## config.mk

```make
export PLATFORM = sky130hd
export DESIGN_NAME = iops_top
export DESIGN_NICKNAME = d
export VERILOG_FILES = /design/src/iops_pkg.sv /design/src/iops_evt_if.sv /design/src/iops_occ_sum.sv /design/src/iops_inc_calc.sv /design/src/iops_top.sv
export SDC_FILE = /design/constraint.sdc
export NUM_CORES = 1
export LEC_CHECK = 0
export BUFFER_PORTS_ARGS = -buffer_cell sky130_fd_sc_hd__buf_2
export CORE_UTILIZATION = 55
export DETAILED_ROUTE_END_ITERATION = 7
export PLACE_DENSITY = 0.72
export SLEW_MARGIN = 20
export SYNTH_ARGS = -nofsm -noshare
export SYNTH_HDL_FRONTEND = slang
export SYNTH_SLANG_ARGS = --single-unit
export TNS_END_PERCENT = 50
```

## constraint.sdc

```tcl
create_clock -name mclk -period 22.4 [get_ports mclk]
set_input_delay 1.12 -clock mclk [delete_from_list [all_inputs] [get_ports mclk]]
set_output_delay 1.12 -clock mclk [all_outputs]
set_load 0.02 [all_outputs]
```

## src/iops_pkg.sv

```systemverilog
// constants and a helper function shared by the io stack event-select block
// assumes one clock (mclk) and a synchronous active-high reset
package iops_pkg;

   // ****************************************
   // event codes and limits
   // ****************************************
   localparam logic [7:0] EV_CLOCKTICK = 8'h81;
   localparam logic [7:0] EV_CB_INSERT = 8'hC2;
   localparam logic [7:0] EV_CB_OCC = 8'hD5;
   localparam logic [7:0] EV_DREQ = 8'hC0;
   localparam int TC_CLK_MHZ = 500;
   localparam int DWORD_BYTES = 4;
   localparam logic [10:0] DREQ_MAX_INC = 11'h400;
   localparam logic [3:0] CTRS_ALL = 4'hF;
   localparam logic [3:0] CTRS_HIGH = 4'hC;
   localparam int NUM_CTR = 4;
   localparam int NUM_PORT = 8;
   localparam int OCC_W = 8;
   localparam int INC_W = 11;
   localparam int CNT_W = 48;

   // ****************************************
   // unit mask, flow class and channel fields
   // ****************************************
   localparam int UM_MEM_WR = 0;
   localparam int UM_PEER_WR = 1;
   localparam int UM_MEM_RD = 2;
   localparam int UM_PEER_RD = 3;
   localparam int UM_CFG_WR = 4;
   localparam int FC_POSTED = 0;
   localparam int FC_NONPOSTED = 1;
   localparam int FC_CMPL = 2;
   localparam int CH_TU0 = 8;
   localparam int CH_TU1 = 9;
   localparam logic [3:0] TGT_LAST = 4'h9;

   // ****************************************
   // register map and field positions
   // ****************************************
   localparam int ADDR_W = 8;
   localparam logic [1:0] REG_CTL = 2'h0;
   localparam logic [1:0] REG_FLT = 2'h1;
   localparam logic [1:0] REG_CNT_LO = 2'h2;
   localparam logic [1:0] REG_CNT_HI = 2'h3;
   localparam int CTL_EVT_LSB = 0;
   localparam int CTL_UM_LSB = 8;
   localparam int CTL_EN_BIT = 22;
   localparam int FLT_CH_LSB = 0;
   localparam int FLT_FC_LSB = 12;
   localparam logic [31:0] CTL_RST = 32'h0000_0000;
   localparam logic [31:0] FLT_RST = 32'h0000_0000;
   localparam logic [31:0] CTL_MASK = 32'h0040_FFFF;
   localparam logic [31:0] FLT_MASK = 32'h0000_7FFF;
   localparam logic [1:0] RESP_OKAY = 2'h0;
   localparam logic [1:0] RESP_SLVERR = 2'h2;

   // counters on which each event may run
   function automatic logic [3:0] ctr_allow(input logic [7:0] ev);
      logic [3:0] m;
      m = 4'h0;
      if (ev == EV_CLOCKTICK || ev == EV_CB_INSERT) begin
         m = CTRS_ALL;
      end else if (ev == EV_CB_OCC || ev == EV_DREQ) begin
         m = CTRS_HIGH;
      end
      return m;
   endfunction : ctr_allow

endpackage : iops_pkg

```

## src/iops_evt_if.sv

```systemverilog
// bundle of traffic-controller event signals for the increment logic
// assumes all signals are on mclk
interface iops_evt_if;
   import iops_pkg::*;
   logic ins_vld;
   logic [2:0] ins_port;
   logic dreq_vld;
   logic dreq_write;
   logic dreq_peer;
   logic dreq_cfg;
   logic dreq_confined;
   logic [3:0] dreq_target;
   logic [INC_W-1:0] dreq_dwords;
   modport src (output ins_vld, ins_port, dreq_vld, dreq_write, dreq_peer,
      dreq_cfg, dreq_confined, dreq_target, dreq_dwords);
   modport sink (input ins_vld, ins_port, dreq_vld, dreq_write, dreq_peer,
      dreq_cfg, dreq_confined, dreq_target, dreq_dwords);
endinterface : iops_evt_if

```

## src/iops_occ_sum.sv

```systemverilog
// sums completion-buffer occupancy over the ports a unit mask selects
// assumes occupancy levels are on mclk, packed port 0 lowest
module iops_occ_sum
   import iops_pkg::*;
(
   input wire logic [NUM_PORT-1:0] port_sel,
   input wire logic [NUM_PORT*OCC_W-1:0] occ_level,
   output logic [INC_W-1:0] occ_total
);
   always_comb begin
      occ_total = '0;
      for (int i = 0; i < NUM_PORT; i++) begin
         if (port_sel[i]) begin
            occ_total = occ_total + INC_W'(occ_level[i*OCC_W +: OCC_W]);
         end
      end
   end
endmodule : iops_occ_sum

```

## src/iops_inc_calc.sv

```systemverilog
// per-counter increment selection for the four supported events
// assumes control words come from registers on the same clock
module iops_inc_calc
   import iops_pkg::*;
#(
   parameter int CTR_IDX = 0
) (
   iops_evt_if.sink evt,
   input wire logic [31:0] ctl,
   input wire logic [31:0] flt,
   input wire logic [INC_W-1:0] occ_total,
   output logic [INC_W-1:0] inc
);
   logic [7:0] ev;
   logic [7:0] um;
   logic [11:0] ch;
   logic [2:0] fc;
   logic [INC_W-1:0] raw;
   logic kind_hit;
   logic cls_hit;
   logic tgt_hit;
   logic [3:0] allow;

   assign ev = ctl[CTL_EVT_LSB +: 8];
   assign um = ctl[CTL_UM_LSB +: 8];
   assign ch = flt[FLT_CH_LSB +: 12];
   assign fc = flt[FLT_FC_LSB +: 3];
   assign allow = ctr_allow(ev);

   // data request qualification
   always_comb begin
      // no confined peers; peers also memory; umask bits
      kind_hit = (um[UM_MEM_WR] && evt.dreq_write && !evt.dreq_cfg)
         || (um[UM_PEER_WR] && evt.dreq_write && !evt.dreq_cfg
            && evt.dreq_peer && !evt.dreq_confined)
         || (um[UM_MEM_RD] && !evt.dreq_write)
         || (um[UM_PEER_RD] && !evt.dreq_write && evt.dreq_peer
            && !evt.dreq_confined)
         || (um[UM_CFG_WR] && evt.dreq_write && evt.dreq_cfg);
      cls_hit = (evt.dreq_write && !evt.dreq_cfg) ? fc[FC_POSTED]
         : fc[FC_NONPOSTED];
      tgt_hit = (evt.dreq_target <= TGT_LAST) && ch[evt.dreq_target];
   end

   // event select and increment
   always_comb begin
      raw = '0;
      case (ev)
         EV_CLOCKTICK: raw = INC_W'(1);
         EV_CB_INSERT: begin
            if (um[1:0] == 2'b11 && fc[FC_CMPL] && evt.ins_vld
               && ch[evt.ins_port]) begin
               raw = INC_W'(1);
            end
         end
         EV_CB_OCC: raw = fc[FC_CMPL] ? occ_total : '0;
         EV_DREQ: begin
            if (evt.dreq_vld && kind_hit && cls_hit && tgt_hit) begin
               raw = (evt.dreq_dwords > DREQ_MAX_INC) ? DREQ_MAX_INC
                  : evt.dreq_dwords;
            end
         end
         default: raw = '0;
      endcase
      inc = (ctl[CTL_EN_BIT] && allow[CTR_IDX]) ? raw : '0;
   end
endmodule : iops_inc_calc

```

## src/iops_top.sv

```systemverilog
// io stack performance event select with four counters, axi4-lite slave
// assumes event inputs come from logic on mclk; no synchronisers needed
module iops_top
   import iops_pkg::*;
(
   input wire logic mclk,
   input wire logic sys_rst,
   input wire logic [ADDR_W-1:0] s_axi_awaddr,
   input wire logic [2:0] s_axi_awprot,
   input wire logic s_axi_awvalid,
   output logic s_axi_awready,
   input wire logic [31:0] s_axi_wdata,
   input wire logic [3:0] s_axi_wstrb,
   input wire logic s_axi_wvalid,
   output logic s_axi_wready,
   output logic [1:0] s_axi_bresp,
   output logic s_axi_bvalid,
   input wire logic s_axi_bready,
   input wire logic [ADDR_W-1:0] s_axi_araddr,
   input wire logic [2:0] s_axi_arprot,
   input wire logic s_axi_arvalid,
   output logic s_axi_arready,
   output logic [31:0] s_axi_rdata,
   output logic [1:0] s_axi_rresp,
   output logic s_axi_rvalid,
   input wire logic s_axi_rready,
   input wire logic cb_insert_vld,
   input wire logic [2:0] cb_insert_port,
   input wire logic [NUM_PORT*OCC_W-1:0] cb_occ_level,
   input wire logic dreq_vld,
   input wire logic dreq_write,
   input wire logic dreq_peer,
   input wire logic dreq_cfg,
   input wire logic dreq_confined,
   input wire logic [3:0] dreq_target,
   input wire logic [INC_W-1:0] dreq_dwords,
   output logic [NUM_CTR-1:0] ctr_running
);

   // ****************************************
   // state of the block
   // ****************************************

   typedef struct packed {
      logic awrdy;
      logic wrdy;
      logic arrdy;
      logic aw_held;
      logic [ADDR_W-3:0] aw_idx;
      logic w_held;
      logic [31:0] wdata;
      logic [3:0] wstrb;
      logic bvalid;
      logic [1:0] bresp;
      logic rvalid;
      logic [31:0] rdata;
      logic [1:0] rresp;
      logic [NUM_CTR-1:0] running;
      logic [NUM_CTR-1:0][31:0] ctl;
      logic [NUM_CTR-1:0][31:0] flt;
      logic [NUM_CTR-1:0][CNT_W-1:0] cnt;
   } iops_state_t;

   localparam iops_state_t ST_RST = '{
      awrdy: 1'b0,
      wrdy: 1'b0,
      arrdy: 1'b0,
      aw_held: 1'b0,
      aw_idx: '0,
      w_held: 1'b0,
      wdata: 32'h0000_0000,
      wstrb: 4'h0,
      bvalid: 1'b0,
      bresp: RESP_OKAY,
      rvalid: 1'b0,
      rdata: 32'h0000_0000,
      rresp: RESP_OKAY,
      running: '0,
      ctl: {NUM_CTR{CTL_RST}},
      flt: {NUM_CTR{FLT_RST}},
      cnt: '0
   };

   iops_state_t st_q;
   iops_state_t st_d;
   logic [NUM_CTR-1:0][INC_W-1:0] inc;
   logic [NUM_CTR-1:0][INC_W-1:0] occ_total;

   // ****************************************
   // helper functions
   // ****************************************

   // merge write data into a word by byte strobes, keeping writable bits
   function automatic logic [31:0] merge_word(
      input logic [31:0] old_w,
      input logic [31:0] new_w,
      input logic [3:0] strb,
      input logic [31:0] wmask
   );
      logic [31:0] r;
      r = old_w;
      for (int b = 0; b < 4; b++) begin
         if (strb[b]) begin
            r[b*8 +: 8] = new_w[b*8 +: 8];
         end
      end
      return r & wmask;
   endfunction : merge_word

   // true when the counter number of a word index lies inside the map
   function automatic logic idx_hit(input logic [ADDR_W-3:0] idx);
      return int'(idx[ADDR_W-3:2]) < NUM_CTR;
   endfunction : idx_hit

   // ****************************************
   // event bundle and increment logic
   // ****************************************

   iops_evt_if evt ();

   // event inputs share mclk, so they feed the increment logic directly
   assign evt.ins_vld = cb_insert_vld;
   assign evt.ins_port = cb_insert_port;
   assign evt.dreq_vld = dreq_vld;
   assign evt.dreq_write = dreq_write;
   assign evt.dreq_peer = dreq_peer;
   assign evt.dreq_cfg = dreq_cfg;
   assign evt.dreq_confined = dreq_confined;
   assign evt.dreq_target = dreq_target;
   assign evt.dreq_dwords = dreq_dwords;

   // one occupancy adder and one selector per counter
   for (genvar g = 0; g < NUM_CTR; g++) begin : g_ctr
      iops_occ_sum u_occ (
         .port_sel (st_q.ctl[g][CTL_UM_LSB +: NUM_PORT]),
         .occ_level (cb_occ_level),
         .occ_total (occ_total[g])
      );
      iops_inc_calc #(
         .CTR_IDX (g)
      ) u_inc (
         .evt (evt),
         .ctl (st_q.ctl[g]),
         .flt (st_q.flt[g]),
         .occ_total (occ_total[g]),
         .inc (inc[g])
      );
   end

   // ****************************************
   // next-state logic
   // ****************************************

   always_comb begin
      logic [ADDR_W-3:0] ridx;
      logic [1:0] rsel;
      logic [1:0] wsel;
      int rn;
      int wn;
      logic [3:0] alw;
      st_d = st_q;
      alw = 4'h0;
      ridx = s_axi_araddr[ADDR_W-1:2];
      rsel = ridx[1:0];
      wsel = st_q.aw_idx[1:0];
      rn = int'(ridx[ADDR_W-3:2]);
      wn = int'(st_q.aw_idx[ADDR_W-3:2]);

      // counters add their selected increment every clock
      for (int i = 0; i < NUM_CTR; i++) begin
         st_d.cnt[i] = st_q.cnt[i] + CNT_W'(inc[i]);
         // allowed-counter mask of this counter's event code
         alw = ctr_allow(st_q.ctl[i][CTL_EVT_LSB +: 8]);
         st_d.running[i] = st_q.ctl[i][CTL_EN_BIT] && alw[i];
      end

      // write address and data are taken independently
      if (s_axi_awvalid && st_q.awrdy) begin
         st_d.aw_held = 1'b1;
         st_d.aw_idx = s_axi_awaddr[ADDR_W-1:2];
      end
      if (s_axi_wvalid && st_q.wrdy) begin
         st_d.w_held = 1'b1;
         st_d.wdata = s_axi_wdata;
         st_d.wstrb = s_axi_wstrb;
      end
      if (st_q.bvalid && s_axi_bready) begin
         st_d.bvalid = 1'b0;
      end

      // commit a write once both halves are held
      if (st_q.aw_held && st_q.w_held && !st_q.bvalid) begin
         st_d.aw_held = 1'b0;
         st_d.w_held = 1'b0;
         st_d.bvalid = 1'b1;
         st_d.bresp = RESP_OKAY;
         if (!idx_hit(st_q.aw_idx)) begin
            st_d.bresp = RESP_SLVERR;
         end else if (wsel == REG_CTL) begin
            st_d.ctl[wn] = merge_word(st_q.ctl[wn], st_q.wdata,
               st_q.wstrb, CTL_MASK);
         end else if (wsel == REG_FLT) begin
            st_d.flt[wn] = merge_word(st_q.flt[wn], st_q.wdata,
               st_q.wstrb, FLT_MASK);
         end else if (wsel == REG_CNT_LO) begin
            // any write to the low word clears the whole counter
            st_d.cnt[wn] = '0;
         end
      end

      // read channel, answer one cycle after the address is taken
      if (st_q.rvalid && s_axi_rready) begin
         st_d.rvalid = 1'b0;
      end
      if (s_axi_arvalid && st_q.arrdy) begin
         st_d.rvalid = 1'b1;
         st_d.rresp = RESP_OKAY;
         st_d.rdata = 32'h0000_0000;
         if (!idx_hit(ridx)) begin
            st_d.rresp = RESP_SLVERR;
         end else if (rsel == REG_CTL) begin
            st_d.rdata = st_q.ctl[rn];
         end else if (rsel == REG_FLT) begin
            st_d.rdata = st_q.flt[rn];
         end else if (rsel == REG_CNT_LO) begin
            st_d.rdata = st_q.cnt[rn][31:0];
         end else begin
            st_d.rdata = {16'h0000, st_q.cnt[rn][CNT_W-1:32]};
         end
      end

      // ready flags follow what is held after this edge
      st_d.awrdy = !st_d.aw_held && !st_d.bvalid;
      st_d.wrdy = !st_d.w_held && !st_d.bvalid;
      st_d.arrdy = !st_d.rvalid;
   end

   // ****************************************
   // state register
   // ****************************************

   always_ff @(posedge mclk) begin
      if (sys_rst) begin
         st_q <= ST_RST;
      end else begin
         st_q <= st_d;
      end
   end

   // ****************************************
   // outputs, all straight from the state register
   // ****************************************

   assign s_axi_awready = st_q.awrdy;
   assign s_axi_wready = st_q.wrdy;
   assign s_axi_bvalid = st_q.bvalid;
   assign s_axi_bresp = st_q.bresp;
   assign s_axi_arready = st_q.arrdy;
   assign s_axi_rvalid = st_q.rvalid;
   assign s_axi_rdata = st_q.rdata;
   assign s_axi_rresp = st_q.rresp;
   assign ctr_running = st_q.running;

endmodule : iops_top

```

==> results.md <==
* Run status: completed
* CTS Buf Count at 44
* Share of the synthesized area in the top cell type at 28.16%
* DIE AREA at 51,450 sq um
* Drt drc at 0
* Crit path top cell by count: ha_1
* Post-Syn Instances at 3,200
* Most frequent cells in the layout: 531 x nor2_1, 389 x dfxtp_1, 187 x nand2_1
* Slowest stage delay, CP at 950 ps
* Slew headroom at 21.92%
* TritonRoute pass-1 iters at 6
* Synth top area cells: dfxtp_1 28%, mux4_2 12%, ha_1 7.6%
* Number of enable flip-flop cells after synthesis at 0
* TritonCTS clock tree: yes
* Setup TNS at 0 ps
* Detail Route Antenna Nets at 0
* Ys Warns at 0
* DR iter-0 viols at 2,216
* Port-buffer cells at 169
* Ys flop type: dfxtp_1
* Share of cells above drive strength 1 at 15.79%
* Initial antenna violation count at 4
* CP top delay family: compound AO/OA/AOI/OAI gates
* Clock Latency Late Sink at 580 ps
* Layout Skew at 20.22 ps
* Synth area leader: dfxtp_1
* Combinational share of power at 14.8%
* Hold buffers post-CTS at 0
* # setup viols final at 0
* Clock sinks at 391
* Sequential share of the synthesized area at 28.16%
* Final Cycle Share at 50.79%
* Number of vias per cell at 6.268
* Layout area overhead at 9.204%
* First-pass GRT wire length at 130,300 um
* Cell variety after synth at 87
* Rows at 82
* Fmax at 87.90 MHz
* Wire per inst at 21.06 um
* Dpl hpwl at 61,530 um
* Startpoint Class: flop
* Via count at 24,700
* Number of global-route vias before repair at 23,590
* Worst hold path class: reg -> reg
* Period minus WS final at 11,380 ps
* Fin nets at 3,574
* Commonest non-fill, non-tap cell in the layout: nor2_1
* Hold Slack at 462.7 ps
* Initial Utilization at 55.64%
* Buf+Inv Stages, Crit Path at 2
* Yosys reg bits at 391
* Switching pwr at 482.4 uW
* Max Cap Viol at 0
* Filler cells at 4,262
* VDD IR max at 0.07020 mV
* Syn avg cell area at 8.687 sq um
* GRT overflow at 0
* Final Max Tran Viols at 0
* DRT Wirelength at 83,010 um
* Cell Area, Synth at 27,800 sq um
* LEAKAGE at 11.90 nW
* Net Sw Frac at 27.39%
* Die Span Y at 226.8 um
* CP max-delay cell: o41a_1
* Critical Path RT at 22,840 ps
* Clock-pin slew on the worst setup and hold paths at 60 ps
* Seq pwr share at 41.8%
* Fin area at 30,360 sq um
* Total GRT Usage at 32.45%
* Clock root buffer: clkbuf_16
* Worst-margin pin slew at 1171 ps
* Internal Pwr Total at 1.279 mW
* I/O Pins at 198
* Placement Cell Area at 28,810 sq um
* H-tree depth at 2
* CP arrival at 11,820 ps
* Power per cell area at 58.03 nW/um^2
* Final Hold Viols at 0
* Die X at 226.8 um
* Post CTS Setup Buffer Count at 0
* Clock power share at 43.4%
* RSZ-0062 raised after global routing: false
* Worst Path Max Fanout at 19
* Worst setup EP type: flop
* Largest net degree at the start of global routing at 128
* Final Wtd Congestion at 0.9742
* Post-cts sizing count at 0
* Crit path kind: reg -> reg
* Core Area at 49,970 sq um
* Clock buffer depth at 3
* Fraction of registers with async set/reset at 0%
-- power groups by stage --
stage                     Clock (mW)  Combinational [mW]  Sequential [mW]
after floorplan                    0               0.178            0.741
after global placement             0               0.242            0.750
after detailed placement           0               0.253            0.751
after CTS                      0.770               0.255            0.736
after global routing           0.799               0.286            0.738
final                          0.765               0.260            0.736
-- layout make-up --
type	count	area [sq um]	share of cell area, %
Antenna cell	2	5.005	0.01649
Clock buffer	65	1353	4.455
Clock inverter	13	182.7	0.6017
Inverter	114	427.9	1.410
Multi-Input combinational cell	2489	18670	61.49
Sequential cell	391	7830	25.79
Tap cell	672	840.8	2.770
Timing Repair Buffer	195	1052	3.466
-- cells by family (layout without fill, tap and decap cells) --
logic type,after synthesis,count (layout),share of synthesized area [%]
flops,391,391,28.16
mux,265,265,16.28
xor+xnor,227,227,7.332
buf+inv,343,387,5.181
simple gates,1159,1159,19.29
fa+ha+maj,188,188,8.934
compound gates,626,626,14.81
other cells,1,26,0.01349
-- worst paths after layout --
kind	slack, ps	cells after the start	startpoint	end
min reg2reg	460	2	st_q[516]$_SDFFE_PP0P_	st_q[516]$_SDFFE_PP0P_
max	11020	47	st_q[392]$_SDFFE_PP0P_	st_q[143]$_SDFF_PP0_
min	460	2	st_q[516]$_SDFFE_PP0P_	st_q[516]$_SDFFE_PP0P_
max reg2reg	11020	47	st_q[392]$_SDFFE_PP0P_	st_q[143]$_SDFF_PP0_
-- registers in the layout (all words and copies together) (netlist names) --
name / count
st_q: 348
s_axi_rdata: 32
ctr_running: 4
s_axi_arready: 1
s_axi_awready: 1
s_axi_bresp: 1
s_axi_bvalid: 1
s_axi_rresp: 1
s_axi_rvalid: 1
s_axi_wready: 1
-- layer usage --
layer / vias up / part of all wire, % / global-route usage (%) / wire (um)
li1: 11480 / - / - / -
met1: 11990 / 43 / 44.44 / 35650
met2: 1027 / 44 / 50.04 / 36590
met3: 193 / 9.1 / 6.920 / 7578
met4: 6 / 3.8 / 12.12 / 3144
met5: - / 0.049 / 0 / 41
-- through the flow --
stage / util, % / worst slack [ps] / power [mW] / cells
floorplan: - / 12330 / 0.9194 / 3223
global placement: 57.65 / 11050 / 0.9916 / 3861
detailed placement: 57.65 / 10710 / 1.003 / 3861
CTS: 60.72 / 11190 / 1.761 / 3939
global route: 60.75 / 10150 / 1.823 / 3940
finish: 60.76 / 11020 / 1.762 / 3941
-- tightest hold or removal path, delay by kind of cell, from the launching register on --
kind | cells | cell delay, ps
flops | 1 | 310
simple gates | 1 | 50
compound gates | 1 | 50
-- cell usage after synthesis, types with 9 or more instances --
master      n
a211oi_1   96
a21o_1     42
a21oi_1   149
a22oi_1    39
and2_1     18
and3_1     30
buf_1      32
buf_4      40
clkbuf_1  155
dfxtp_1   391
fa_1       18
ha_1      168
inv_1     110
mux2_2     68
mux2i_1    54
mux4_2    143
nand2_1   187
nand2b_1   22
nand3_1    57
nand4_1    40
nor2_1    535
nor2b_1    46
nor3_1    118
nor3b_1    20
nor4_1     17
nor4b_1    12
o21a_1     37
o21ai_0   126
o21bai_1   28
o22ai_1    11
o31a_1     11
o31ai_1     9
or3_1      26
xnor2_1   148
xor2_1     75
(Power assumes the default switching activity.)
